**src/ofm_defs.vh**
```
// shared constants of the oscillator frequency range monitor
`ifndef OFM_DEFS_VH
`define OFM_DEFS_VH

// register indexes on the plain register port
`define OFM_AW              3
`define OFM_ADDR_LOW        3'h0
`define OFM_ADDR_HIGH       3'h1
`define OFM_ADDR_KEY        3'h2
`define OFM_ADDR_CTRL       3'h3
`define OFM_ADDR_STATUS     3'h4
`define OFM_ADDR_COUNT      3'h5

// reset values after the external reset pin
`define OFM_LOW_RST         8'h20
`define OFM_HIGH_RST        8'h40
`define OFM_KEY_RST         8'h06
`define OFM_CTRL_RST        8'h00

// key and control codes
`define OFM_KEY_UNLOCK      8'hF9
`define OFM_KEY_LOCK        8'h06
`define OFM_CTRL_ON         8'hE4
`define OFM_CTRL_OFF        8'h00

// status register bit positions
`define OFM_ST_ACTIVE       0
`define OFM_ST_TOO_LOW      1
`define OFM_ST_TOO_HIGH     2
`define OFM_ST_IO_RST       3
`define OFM_ST_STOPPED      4

// timing: reference period, gate window and fault persistence, in ns
`define OFM_CLK_NS          40
`define OFM_WIN_NS          12800
`define OFM_PERSIST_NS      51200
`define OFM_WIN_CYC         (`OFM_WIN_NS / `OFM_CLK_NS)
`define OFM_PERSIST_WIN     (`OFM_PERSIST_NS / `OFM_WIN_NS)

// counter widths and saturation value
`define OFM_WCW             9
`define OFM_PCW             3
`define OFM_CNT_MAX         8'hFF
`define OFM_ZERO8           8'h00

`endif

```
**src/ofm_freq_meter.v**
```verilog
// gate-window edge counter for the divided oscillator input
`timescale 1ns/1ns
`include "ofm_defs.vh"

module ofm_freq_meter (
   ref_clk,
   rst_n,
   osc_div_pin,
   win_done,
   win_count
);
   input  wire       ref_clk;
   input  wire       rst_n;
   input  wire       osc_div_pin;
   output reg        win_done;
   output reg  [7:0] win_count;

   localparam integer        WIN_LAST_I = `OFM_WIN_CYC - 1;
   localparam [`OFM_WCW-1:0] WIN_LAST   = WIN_LAST_I[`OFM_WCW-1:0];

   reg                sync1_reg;
   reg                sync2_reg;
   reg                prev_reg;
   reg [`OFM_WCW-1:0] gate_reg;
   reg [7:0]          edge_cnt_reg;
   wire               rise;
   wire               gate_end;

   // the pin is asynchronous to ref_clk; the edge detector reads stage two only
   always @(posedge ref_clk) begin
      if (!rst_n) begin
         sync1_reg <= 1'b0;
         sync2_reg <= 1'b0;
         prev_reg  <= 1'b0;
      end else begin
         sync1_reg <= osc_div_pin;
         sync2_reg <= sync1_reg;
         prev_reg  <= sync2_reg;
      end
   end

   assign rise     = sync2_reg & ~prev_reg;
   assign gate_end = (gate_reg == WIN_LAST);

   // fixed gate timed by ref_clk; the count saturates so a runaway clock still reads high
   always @(posedge ref_clk) begin
      if (!rst_n) begin
         gate_reg     <= {`OFM_WCW{1'b0}};
         edge_cnt_reg <= `OFM_ZERO8;
         win_done     <= 1'b0;
         win_count    <= `OFM_ZERO8;
      end else begin
         win_done <= gate_end;
         if (gate_end) begin
            gate_reg     <= {`OFM_WCW{1'b0}};
            edge_cnt_reg <= `OFM_ZERO8;
            win_count    <= (rise && edge_cnt_reg != `OFM_CNT_MAX) ?
                            edge_cnt_reg + 8'h01 : edge_cnt_reg;
         end else begin
            gate_reg <= gate_reg + {{(`OFM_WCW-1){1'b0}}, 1'b1};
            if (rise && edge_cnt_reg != `OFM_CNT_MAX)
               edge_cnt_reg <= edge_cnt_reg + 8'h01;
         end
      end
   end

endmodule

```
**src/ofm_monitor.v**
```verilog
// oscillator frequency range monitor: key-guarded registers, persistence filter, I/O reset
//
// Our own choices: the plain strobed port and the register addresses.
`timescale 1ns/1ns
`include "ofm_defs.vh"

module ofm_monitor (
   ref_clk,
   rst_n,
   reg_addr,
   reg_wdata,
   reg_wr,
   reg_rd,
   reg_rdata,
   osc_div_pin,
   stop_mode,
   warmup_active,
   serial_prog_mode,
   io_hiz,
   core_rst,
   det_active
);
   input  wire                ref_clk;
   input  wire                rst_n;
   input  wire [`OFM_AW-1:0]  reg_addr;
   input  wire [7:0]          reg_wdata;
   input  wire                reg_wr;
   input  wire                reg_rd;
   output wire [7:0]          reg_rdata;
   input  wire                osc_div_pin;
   input  wire                stop_mode;
   input  wire                warmup_active;
   input  wire                serial_prog_mode;
   output wire                io_hiz;
   output wire                core_rst;
   output wire                det_active;

   // persistence counted in whole windows; the counter starts at zero, so it ends one short of the span
   localparam integer        PERSIST_LAST_I = `OFM_PERSIST_WIN - 1;
   localparam [`OFM_PCW-1:0] PERSIST_LAST   = PERSIST_LAST_I[`OFM_PCW-1:0];
   localparam [`OFM_PCW-1:0] PCNT_ZERO    = {`OFM_PCW{1'b0}};
   localparam [`OFM_PCW-1:0] PCNT_ONE     = {{(`OFM_PCW-1){1'b0}}, 1'b1};

   // filter states
   localparam [1:0] ST_IDLE  = 2'b00;
   localparam [1:0] ST_OK    = 2'b01;
   localparam [1:0] ST_FAULT = 2'b10;

   // register file, held only by the external reset pin
   reg [7:0]          low_freq_limit_reg;
   reg [7:0]          high_freq_limit_reg;
   reg [7:0]          detect_write_key_reg;
   reg [7:0]          detect_enable_ctrl_reg;
   reg [7:0]          rdata_reg;
   reg [7:0]          rdata_next;

   // mode pins, synchronised
   reg                stop_s1_reg;
   reg                stop_s2_reg;
   reg                warm_s1_reg;
   reg                warm_s2_reg;
   reg                prog_s1_reg;
   reg                prog_s2_reg;

   // filter
   reg [1:0]          state_reg;
   reg [1:0]          state_next;
   reg [`OFM_PCW-1:0] pcnt_reg;
   reg [`OFM_PCW-1:0] pcnt_next;
   reg                too_low_reg;
   reg                too_high_reg;
   reg                stopped_reg;
   reg [7:0]          last_count_reg;

   // outputs
   reg                io_hiz_reg;
   reg                core_rst_reg;
   reg                det_active_reg;

   // window result, write enables and the range verdict
   wire               win_done;
   wire [7:0]         win_count;
   wire               unlocked;
   wire               enabled;
   wire               allowed;
   wire               wr_low;
   wire               wr_high;
   wire               wr_key;
   wire               wr_ctrl;
   wire               bad;

   // address match, used by the write decoder only; the read mux decodes with its own case
   function hit;
      input [`OFM_AW-1:0] addr;
      input [`OFM_AW-1:0] idx;
      begin
         hit = (addr == idx);
      end
   endfunction

   ofm_freq_meter u_meter (
      .ref_clk     (ref_clk),
      .rst_n       (rst_n),
      .osc_div_pin (osc_div_pin),
      .win_done    (win_done),
      .win_count   (win_count)
   );

   // mode inputs come from another part of the chip, possibly another clock
   // trade-off: two cycles of lag on every mode change, in exchange for no metastable enable
   always @(posedge ref_clk) begin
      if (!rst_n) begin
         stop_s1_reg <= 1'b0;
         stop_s2_reg <= 1'b0;
         warm_s1_reg <= 1'b0;
         warm_s2_reg <= 1'b0;
         prog_s1_reg <= 1'b0;
         prog_s2_reg <= 1'b0;
      end else begin
         stop_s1_reg <= stop_mode;
         stop_s2_reg <= stop_s1_reg;
         warm_s1_reg <= warmup_active;
         warm_s2_reg <= warm_s1_reg;
         prog_s1_reg <= serial_prog_mode;
         prog_s2_reg <= prog_s1_reg;
      end
   end

   // write guards
   // a limit write needs the key open and detection off; control needs the key only
   assign unlocked = (detect_write_key_reg == `OFM_KEY_UNLOCK);
   assign enabled  = (detect_enable_ctrl_reg == `OFM_CTRL_ON);
   assign wr_key   = reg_wr && hit(reg_addr, `OFM_ADDR_KEY);
   assign wr_ctrl  = reg_wr && hit(reg_addr, `OFM_ADDR_CTRL) && unlocked;
   assign wr_low   = reg_wr && hit(reg_addr, `OFM_ADDR_LOW) && unlocked && !enabled;
   assign wr_high  = reg_wr && hit(reg_addr, `OFM_ADDR_HIGH) && unlocked && !enabled;

   // detection runs only when enabled in NORMAL or IDLE, not in STOP, warm-up or flash mode
   assign allowed = enabled && !stop_s2_reg && !warm_s2_reg && !prog_s2_reg;

   // a zero count means the oscillator is not toggling at all
   // a count equal to either limit is still in range
   assign bad = (win_count < low_freq_limit_reg) ||
                (win_count > high_freq_limit_reg);

   // guarded registers; no internal reset input exists, so only rst_n reloads them
   always @(posedge ref_clk) begin
      if (!rst_n) begin
         low_freq_limit_reg     <= `OFM_LOW_RST;
         high_freq_limit_reg    <= `OFM_HIGH_RST;
         detect_write_key_reg   <= `OFM_KEY_RST;
         detect_enable_ctrl_reg <= `OFM_CTRL_RST;
      end else begin
         if (wr_low)
            low_freq_limit_reg <= reg_wdata;
         if (wr_high)
            high_freq_limit_reg <= reg_wdata;
         if (wr_key)
            detect_write_key_reg <= reg_wdata;
         if (wr_ctrl)
            detect_enable_ctrl_reg <= reg_wdata;
      end
   end

   // read mux; everything is readable whatever the key holds
   // unmapped indexes and unused status bits read as zero
   always @* begin
      rdata_next = `OFM_ZERO8;
      if (reg_rd) begin
         case (reg_addr)
            `OFM_ADDR_LOW:    rdata_next = low_freq_limit_reg;
            `OFM_ADDR_HIGH:   rdata_next = high_freq_limit_reg;
            `OFM_ADDR_KEY:    rdata_next = detect_write_key_reg;
            `OFM_ADDR_CTRL:   rdata_next = detect_enable_ctrl_reg;
            `OFM_ADDR_STATUS: begin
               rdata_next[`OFM_ST_ACTIVE]   = det_active_reg;
               rdata_next[`OFM_ST_TOO_LOW]  = too_low_reg;
               rdata_next[`OFM_ST_TOO_HIGH] = too_high_reg;
               rdata_next[`OFM_ST_IO_RST]   = io_hiz_reg;
               rdata_next[`OFM_ST_STOPPED]  = stopped_reg;
            end
            `OFM_ADDR_COUNT:  rdata_next = last_count_reg;
            default:          rdata_next = `OFM_ZERO8;
         endcase
      end
   end

   // read data stands only in the cycle after the strobe
   always @(posedge ref_clk) begin
      if (!rst_n)
         rdata_reg <= `OFM_ZERO8;
      else
         rdata_reg <= rdata_next;
   end

   // persistence filter: a run of bad windows sets, a run of good windows clears
   always @* begin
      state_next = state_reg;
      pcnt_next  = pcnt_reg;
      case (state_reg)
         ST_IDLE: begin
            // wait for a window edge, so the first window judged is a full one and a
            // partial window right after enabling cannot shorten the persistence span
            pcnt_next = PCNT_ZERO;
            if (allowed && win_done)
               state_next = ST_OK;
         end
         ST_OK: begin
            if (!allowed) begin
               state_next = ST_IDLE;
               pcnt_next  = PCNT_ZERO;
            end else if (win_done) begin
               if (!bad)
                  pcnt_next = PCNT_ZERO;
               else if (pcnt_reg == PERSIST_LAST) begin
                  state_next = ST_FAULT;
                  pcnt_next  = PCNT_ZERO;
               end else
                  pcnt_next = pcnt_reg + PCNT_ONE;
            end
         end
         ST_FAULT: begin
            // in fault the same counter runs on good windows toward release
            if (!allowed) begin
               state_next = ST_IDLE;
               pcnt_next  = PCNT_ZERO;
            end else if (win_done) begin
               if (bad)
                  pcnt_next = PCNT_ZERO;
               else if (pcnt_reg == PERSIST_LAST) begin
                  state_next = ST_OK;
                  pcnt_next  = PCNT_ZERO;
               end else
                  pcnt_next = pcnt_reg + PCNT_ONE;
            end
         end
         default: begin
            state_next = ST_IDLE;
            pcnt_next  = PCNT_ZERO;
         end
      endcase
   end

   // filter state and the latest measurement
   always @(posedge ref_clk) begin
      if (!rst_n) begin
         state_reg      <= ST_IDLE;
         pcnt_reg       <= PCNT_ZERO;
         too_low_reg    <= 1'b0;
         too_high_reg   <= 1'b0;
         stopped_reg    <= 1'b0;
         last_count_reg <= `OFM_ZERO8;
      end else begin
         state_reg <= state_next;
         pcnt_reg  <= pcnt_next;
         if (win_done) begin
            last_count_reg <= win_count;
            too_low_reg    <= (win_count < low_freq_limit_reg);
            too_high_reg   <= (win_count > high_freq_limit_reg);
            stopped_reg    <= (win_count == `OFM_ZERO8);
         end
      end
   end

   // outputs from flops; the core is not reset when the fault is a dead oscillator,
   // since in silicon its reset would be clocked by that same missing clock
   always @(posedge ref_clk) begin
      if (!rst_n) begin
         io_hiz_reg     <= 1'b0;
         core_rst_reg   <= 1'b0;
         det_active_reg <= 1'b0;
      end else begin
         io_hiz_reg     <= (state_next == ST_FAULT);
         core_rst_reg   <= (state_next == ST_FAULT) && !stopped_reg;
         det_active_reg <= allowed;
      end
   end

   // top outputs are plain copies of flops, so no glitch reaches the pins
   assign reg_rdata  = rdata_reg;
   assign io_hiz     = io_hiz_reg;
   assign core_rst   = core_rst_reg;
   assign det_active = det_active_reg;

endmodule

```
**config.mk**
```make
export PLATFORM = sky130hd
export DESIGN_NAME = ofm_monitor
export DESIGN_NICKNAME = d
export VERILOG_FILES = /design/src/ofm_freq_meter.v /design/src/ofm_monitor.v
export VERILOG_INCLUDE_DIRS = /design/src
export SDC_FILE = /design/constraint.sdc
export NUM_CORES = 1
export LEC_CHECK = 0
export ABC_CLOCK_PERIOD_IN_PS = 5500
export BUFFER_PORTS_ARGS = -buffer_cell sky130_fd_sc_hd__buf_2
export CORE_ASPECT_RATIO = 1.1
export CORE_UTILIZATION = 40
export DETAILED_ROUTE_END_ITERATION = 7
export HOLD_SLACK_MARGIN = 0.15
export MAX_ROUTING_LAYER = met4
export PLACE_DENSITY = 0.68
export SETUP_SLACK_MARGIN = 0.05
export SYNTH_ARGS = -nofsm -noshare
export SYNTH_HDL_FRONTEND = slang
export SYNTH_SLANG_ARGS = --single-unit
```
**constraint.sdc**
```tcl
create_clock -name ref_clk -period 5.5 [get_ports ref_clk]
set_clock_uncertainty 0.05 [all_clocks]
set_input_delay 1.1 -clock ref_clk [delete_from_list [all_inputs] [get_ports ref_clk]]
set_output_delay 1.1 -clock ref_clk [all_outputs]
set_load 0.01 [all_outputs]
```
# Word level (Yosys, flattened, before mapping)
# Index checks and enable logic that the tools add are counted.
[totals] ff_bits=94 out_inout_bits=11 wordCells=98
[op_classes] n_addsub=3 magnitude_cmp=2 eq_ne=15 n_mux=21 n_bitwise=3 n_reduce_logical=27
[ops] cell="5-bit case mux with 6 select lines" count=1
[ops] cell="3-bit 2-to-1 mux" count=7
[ops] cell="2-bit 2-to-1 mux" count=9
[ops] cell="8-bit == test, second input constant" count=2
[ops] cell="1-bit logical AND" count=15
[ops] cell="3-bit case mux with 5 select lines" count=1
[ops] cell="9-bit by 1-bit adder with 9-bit output, second input constant" count=1
[ops] cell="3-bit by 2-bit == test with 1-bit output, second input constant" count=3
[ops] cell="9-bit == test, second input constant" count=1
[ops] cell="8-bit by 1-bit adder with 8-bit output, second input constant" count=1
[ops] cell="8-bit > comparator" count=1
[ops] cell="8-bit zero test" count=1
[ops] cell="8-bit less-than comparator" count=1
[ops] cell="8-bit 2-to-1 mux" count=1
[ops] cell="8-bit != test, second input constant" count=1
[ops] cell="3-bit == test, second input constant" count=2
[ops] cell="3-bit by 2-bit != test with 1-bit output, second input constant" count=2
[ops] cell="2-bit case mux with 3 select lines" count=1
[ops] cell="3-bit case mux with 2 select lines" count=1
[ops] cell="1-bit zero test" count=5
[ops] cell="2-bit == test, second input constant" count=2
[ops] cell="2-bit AND reduction" count=2
[ops] cell="3-bit by 1-bit adder with 3-bit output, second input constant" count=1
[ops] cell="3-bit by 1-bit == test with 1-bit output, second input constant" count=1
[ops] cell="7 further kinds" count=8

# Logic depth before layout (Yosys ltp)
[depth] ltp_word=9 mapped_depth=8 mapped_depth_nobuf=8

# By module
# From an unflattened synthesis, not the netlist that was laid out.
[unflattened] cells_unflattened=467 area_unflattened_um2=4463.0
[modules_own_cells] mod="ofm_monitor" instances=1 cells_each=347 area_each_um2=3290.7 seq_area_each_um2=1301.2
[modules_own_cells] mod="ofm_freq_meter" instances=1 cells_each=120 area_each_um2=1172.4 seq_area_each_um2=580.6

# Worst setup path after synthesis
# OpenSTA, ideal clock, no wires.
[synth_path] path_type="in2reg" from="input reg_wr" to="register high_freq_limit_reg[6]" setup_time_ps=128 arrival_ps=2251 slack_ps=3071 cell_stages=5 path_buffers=0 path_cell_list="nand2_1 > nor4_1 > nand4_1 > mux2i_1 > nand2_1"
[synth_via] elab_chain_cells=3
[synth_rtl] element="start: declaration" line_no="ofm_monitor.v:27" rtl="input wire reg_wr;"
[synth_rtl] element="1-bit logical AND (3 in a row)" line_no="ofm_monitor.v:136" rtl="assign wr_high = reg_wr && hit(reg_addr, `OFM_ADDR_HIGH) && unlocked && !enabled;"
[synth_rtl] element="end signal: assignment" line_no="ofm_monitor.v:150" rtl="high_freq_limit_reg <= `OFM_HIGH_RST;"
[synth_rtl] element="end signal: assignment" line_no="ofm_monitor.v:157" rtl="high_freq_limit_reg <= reg_wdata;"
[synth_rtl] element="end: declaration" line_no="ofm_monitor.v:51" rtl="reg [7:0] high_freq_limit_reg;"
# Every way passes these cells.
# A chain may end at the register's enable or synchronous reset.

# Worst setup path in the final report
[layout_path] from="input reg_addr[1]" to="register detect_write_key_reg[1]"
[layout_via] elab_chain_cells=2
[layout_rtl] element="start: declaration" line_no="ofm_monitor.v:25" rtl="input wire [`OFM_AW-1:0] reg_addr;"
[layout_rtl] element="3-bit by 2-bit == test with 1-bit output" line_no="ofm_monitor.v:97" rtl="hit = (addr == idx);"
[layout_rtl] element="1-bit logical AND" line_no="ofm_monitor.v:133" rtl="assign wr_key = reg_wr && hit(reg_addr, `OFM_ADDR_KEY);"
[layout_rtl] element="end signal: assignment" line_no="ofm_monitor.v:151" rtl="detect_write_key_reg <= `OFM_KEY_RST;"
[layout_rtl] element="end signal: assignment" line_no="ofm_monitor.v:159" rtl="detect_write_key_reg <= reg_wdata;"
[layout_rtl] element="end: declaration" line_no="ofm_monitor.v:52" rtl="reg [7:0] detect_write_key_reg;"
# Every way passes these cells.

==> flow_metrics.env <==
export IMPL_status="complete, no violations"
export IMPL_crit_slowest_cell="nor4bb_2"
export IMPL_clk_latency_ps=340
export IMPL_cts_max_level=3
export IMPL_worst_ep_required_time_ps=5670
export IMPL_drt_wl_total_um=9480
export IMPL_crit_buf_inv=1
export IMPL_drc=0
export IMPL_path_delay_family="simple AND/OR/NAND/NOR gates"
export IMPL_cts_made_buffers=9
export IMPL_finalCriticalPeriod_ps=2730
export IMPL_arrival_ps=2900
export IMPL_largest_reg_flops=9
export IMPL_slew_violations=0
export IMPL_path_cells="buf_2 > nor4bb_2 > mux2i_1 > nand2_1"
export IMPL_ys_seq_area_frac=0.423
export IMPL_synth_edf_count=0
export IMPL_post_cts_setup_buffers=0
export IMPL_peakVddDrop_mv=0.146
export IMPL_synth_distinct_cells=55
export IMPL_place_area_um2=4710
export IMPL_coreArea_um2=10900
export IMPL_gp_congestion=0.837
export IMPL_max_freq_mhz=366
export IMPL_grt_usage=0.184
export IMPL_yosys_warnings=0
export IMPL_hold_violations=0
export IMPL_syn_avg_cell_area_um2=9.55
export IMPL_synthArstFlopShare=0
export IMPL_grt_max_degree=44
export IMPL_hold_class="reg2reg"
export IMPL_cts_tree="yes"
export IMPL_drt_first_pass_iters=4
export IMPL_antenna_found_initial=0
export IMPL_root_buffer="clkbuf_16"
export IMPL_switching_power_w=0.000296
export IMPL_critPathMaxFanout=25
export IMPL_combPwrFrac=0.042
export IMPL_rsz0062_at_grt="no"
export IMPL_start_util=0.410
export IMPL_syn_area_um2=4450
export IMPL_post_route_util=0.460
export IMPL_nNetsFinal=527
export IMPL_post_cts_resized=0
export IMPL_p_clk_frac=0.448
export IMPL_drt_initial_drc_count=93
export IMPL_cap_violations=0
export IMPL_synth_main_ff_cell="dfxtp_1"
export IMPL_finalSetupViolCount=0
export IMPL_rows=40
export IMPL_min_period_over_period=0.497
export IMPL_area_growth_pct=12.3
export IMPL_n_antenna_cell=0
export IMPL_drive_gt1_frac=0.120
export IMPL_seqPwrFrac=0.511
export IMPL_criticalPathCategory="in2reg"
export IMPL_clockBufferDepth=2
export IMPL_tns_ps=0
export IMPL_die_w_um=103
export IMPL_power_density_nw_per_um2=271
export IMPL_leakage_nw=1.93
export IMPL_postRouteAntennaNets=0
export IMPL_fin_area_um2=5000
export IMPL_grt_pass1_vias=3265
export IMPL_dp_hpwl_um=6890
export IMPL_worst_pin_slew_ps=1160
export IMPL_io_buffers=29
export IMPL_num_vias=3337
export IMPL_vias_per_cell=5.24
export IMPL_syn_nets=507
export IMPL_ctsHoldBuffers=0
export IMPL_cp_end_kind="register"
export IMPL_grt_pass1_wl_um=15900
export IMPL_ys_seq_elements=94
export IMPL_path_clk_slew_ps=60
export IMPL_startpoint_type="input pin"
export IMPL_swShare=0.218
export IMPL_gr_total_overflow=0
export IMPL_cpPeakStageDelay_ps=1020
export IMPL_die_area_um2=11500
export IMPL_max_slew_margin=0.215
export IMPL_die_h_um=113
export IMPL_clkSinkCount=94
export IMPL_drt_wirelength_per_cell_um=14.9
export IMPL_ios=30
export IMPL_netlist_instances=466
export IMPL_p_int_w=0.00106
[power by group through the flow]
stage	clock, W	sequential (W)	combinational [W]
floorplan	0	0.000707	0.0000371
global placement	0	0.000707	0.0000551
detailed placement	0	0.000708	0.0000569
CTS	0.000620	0.000692	0.0000572
global route	0.000651	0.000693	0.0000622
finish	0.000607	0.000692	0.0000567
[area by class of cell]
type                    instances  area [µm²]
inverters                      20        75.1
fillers                      1040        5860
multi-input cells             331        2420
repair buffers                 30         153
clock buffers                   9         225
clock inverters                 6        63.8
flip-flops and latches         94        1880
well taps                     147         184
[layer usage]
layer / up-vias / share of wire / global-route usage
li1: 1668 / - / -
met1: 1590 / 0.46 / 0.230
met2: 61 / 0.49 / 0.292
met3: 18 / 0.032 / 0.0386
met4: 0 / 0.021 / 0.0619
met5: - / 0 / -
[worst paths after layout]
kind	to	from	depth (start not counted)	slack (ps)
worst min register to register	warm_s2_reg	warm_s1_reg	1	380
worst min-delay path	warm_s2_reg	warm_s1_reg	1	380
worst max-delay path	detect_write_key_reg[1]	reg_addr[1]	4	2770
worst max register to register	u_meter.gate_reg[2]	u_meter.gate_reg[2]	5	3150
[synthesized netlist by cell type, drive strengths merged, types with 2 or more instances]
library cell	instances	area (µm²)
and2	15	96.3
ha	22	275
xnor2	6	52.6
a21oi	23	115
a22oi	3	22.5
a41oi	2	17.5
o31ai	3	27.5
nand3	11	55.1
a21o	3	22.5
nor3	3	15.0
nor4	3	18.8
o21a	2	15.0
dfxtp	94	1880
nand4	11	68.8
nand2b	5	31.3
inv	20	75.1
mux2	3	33.8
nor3b	4	35.0
o21ai	9	45.0
mux2i	51	510
a21boi	2	15.0
o211ai	2	15.0
nor2b	45	282
nor2	36	138
xor2	7	61.3
buf	5	22.5
o211a	6	60.1
clkbuf	16	60.1
o22a	3	26.3
and3	4	25.0
and4b	2	20.0
nand2	21	78.8
a211oi	7	52.6
[metrics by stage]
step	power (W)	instances	worst slack, ps	hold slack [ps]
finish	0.00136	637	2770	381
global route	0.00141	637	2600	411
CTS	0.00137	637	2760	382
detailed placement	0.000765	622	2410	367
global placement	0.000763	622	2490	363
floorplan	0.000744	466	3070	362
[layout by cell type (no fill, tap or decap), drive strengths merged, types with 2 or more instances in the layout]
cell,count
a211oi,7
a21boi,2
a21o,3
a21oi,23
a22oi,3
a41oi,2
and2,15
and3,4
and4b,2
buf,30
clkbuf,9
clkinv,3
clkinvlp,2
dfxtp,94
ha,22
inv,20
mux2,3
mux2i,51
nand2,21
nand2b,5
nand3,11
nand4,11
nor2,36
nor2b,45
nor3,3
nor3b,4
nor4,3
o211a,6
o211ai,2
o21a,2
o21ai,9
o22a,3
o31ai,3
xnor2,6
xor2,7
[kinds of logic after synthesis]
group           share of synthesized area
fa+ha+maj                          0.0619
simple gates                        0.217
flops                               0.423
buf+inv                            0.0354
mux                                 0.127
xor+xnor                           0.0256
compound gates                      0.110
(Power assumes the default switching activity.)
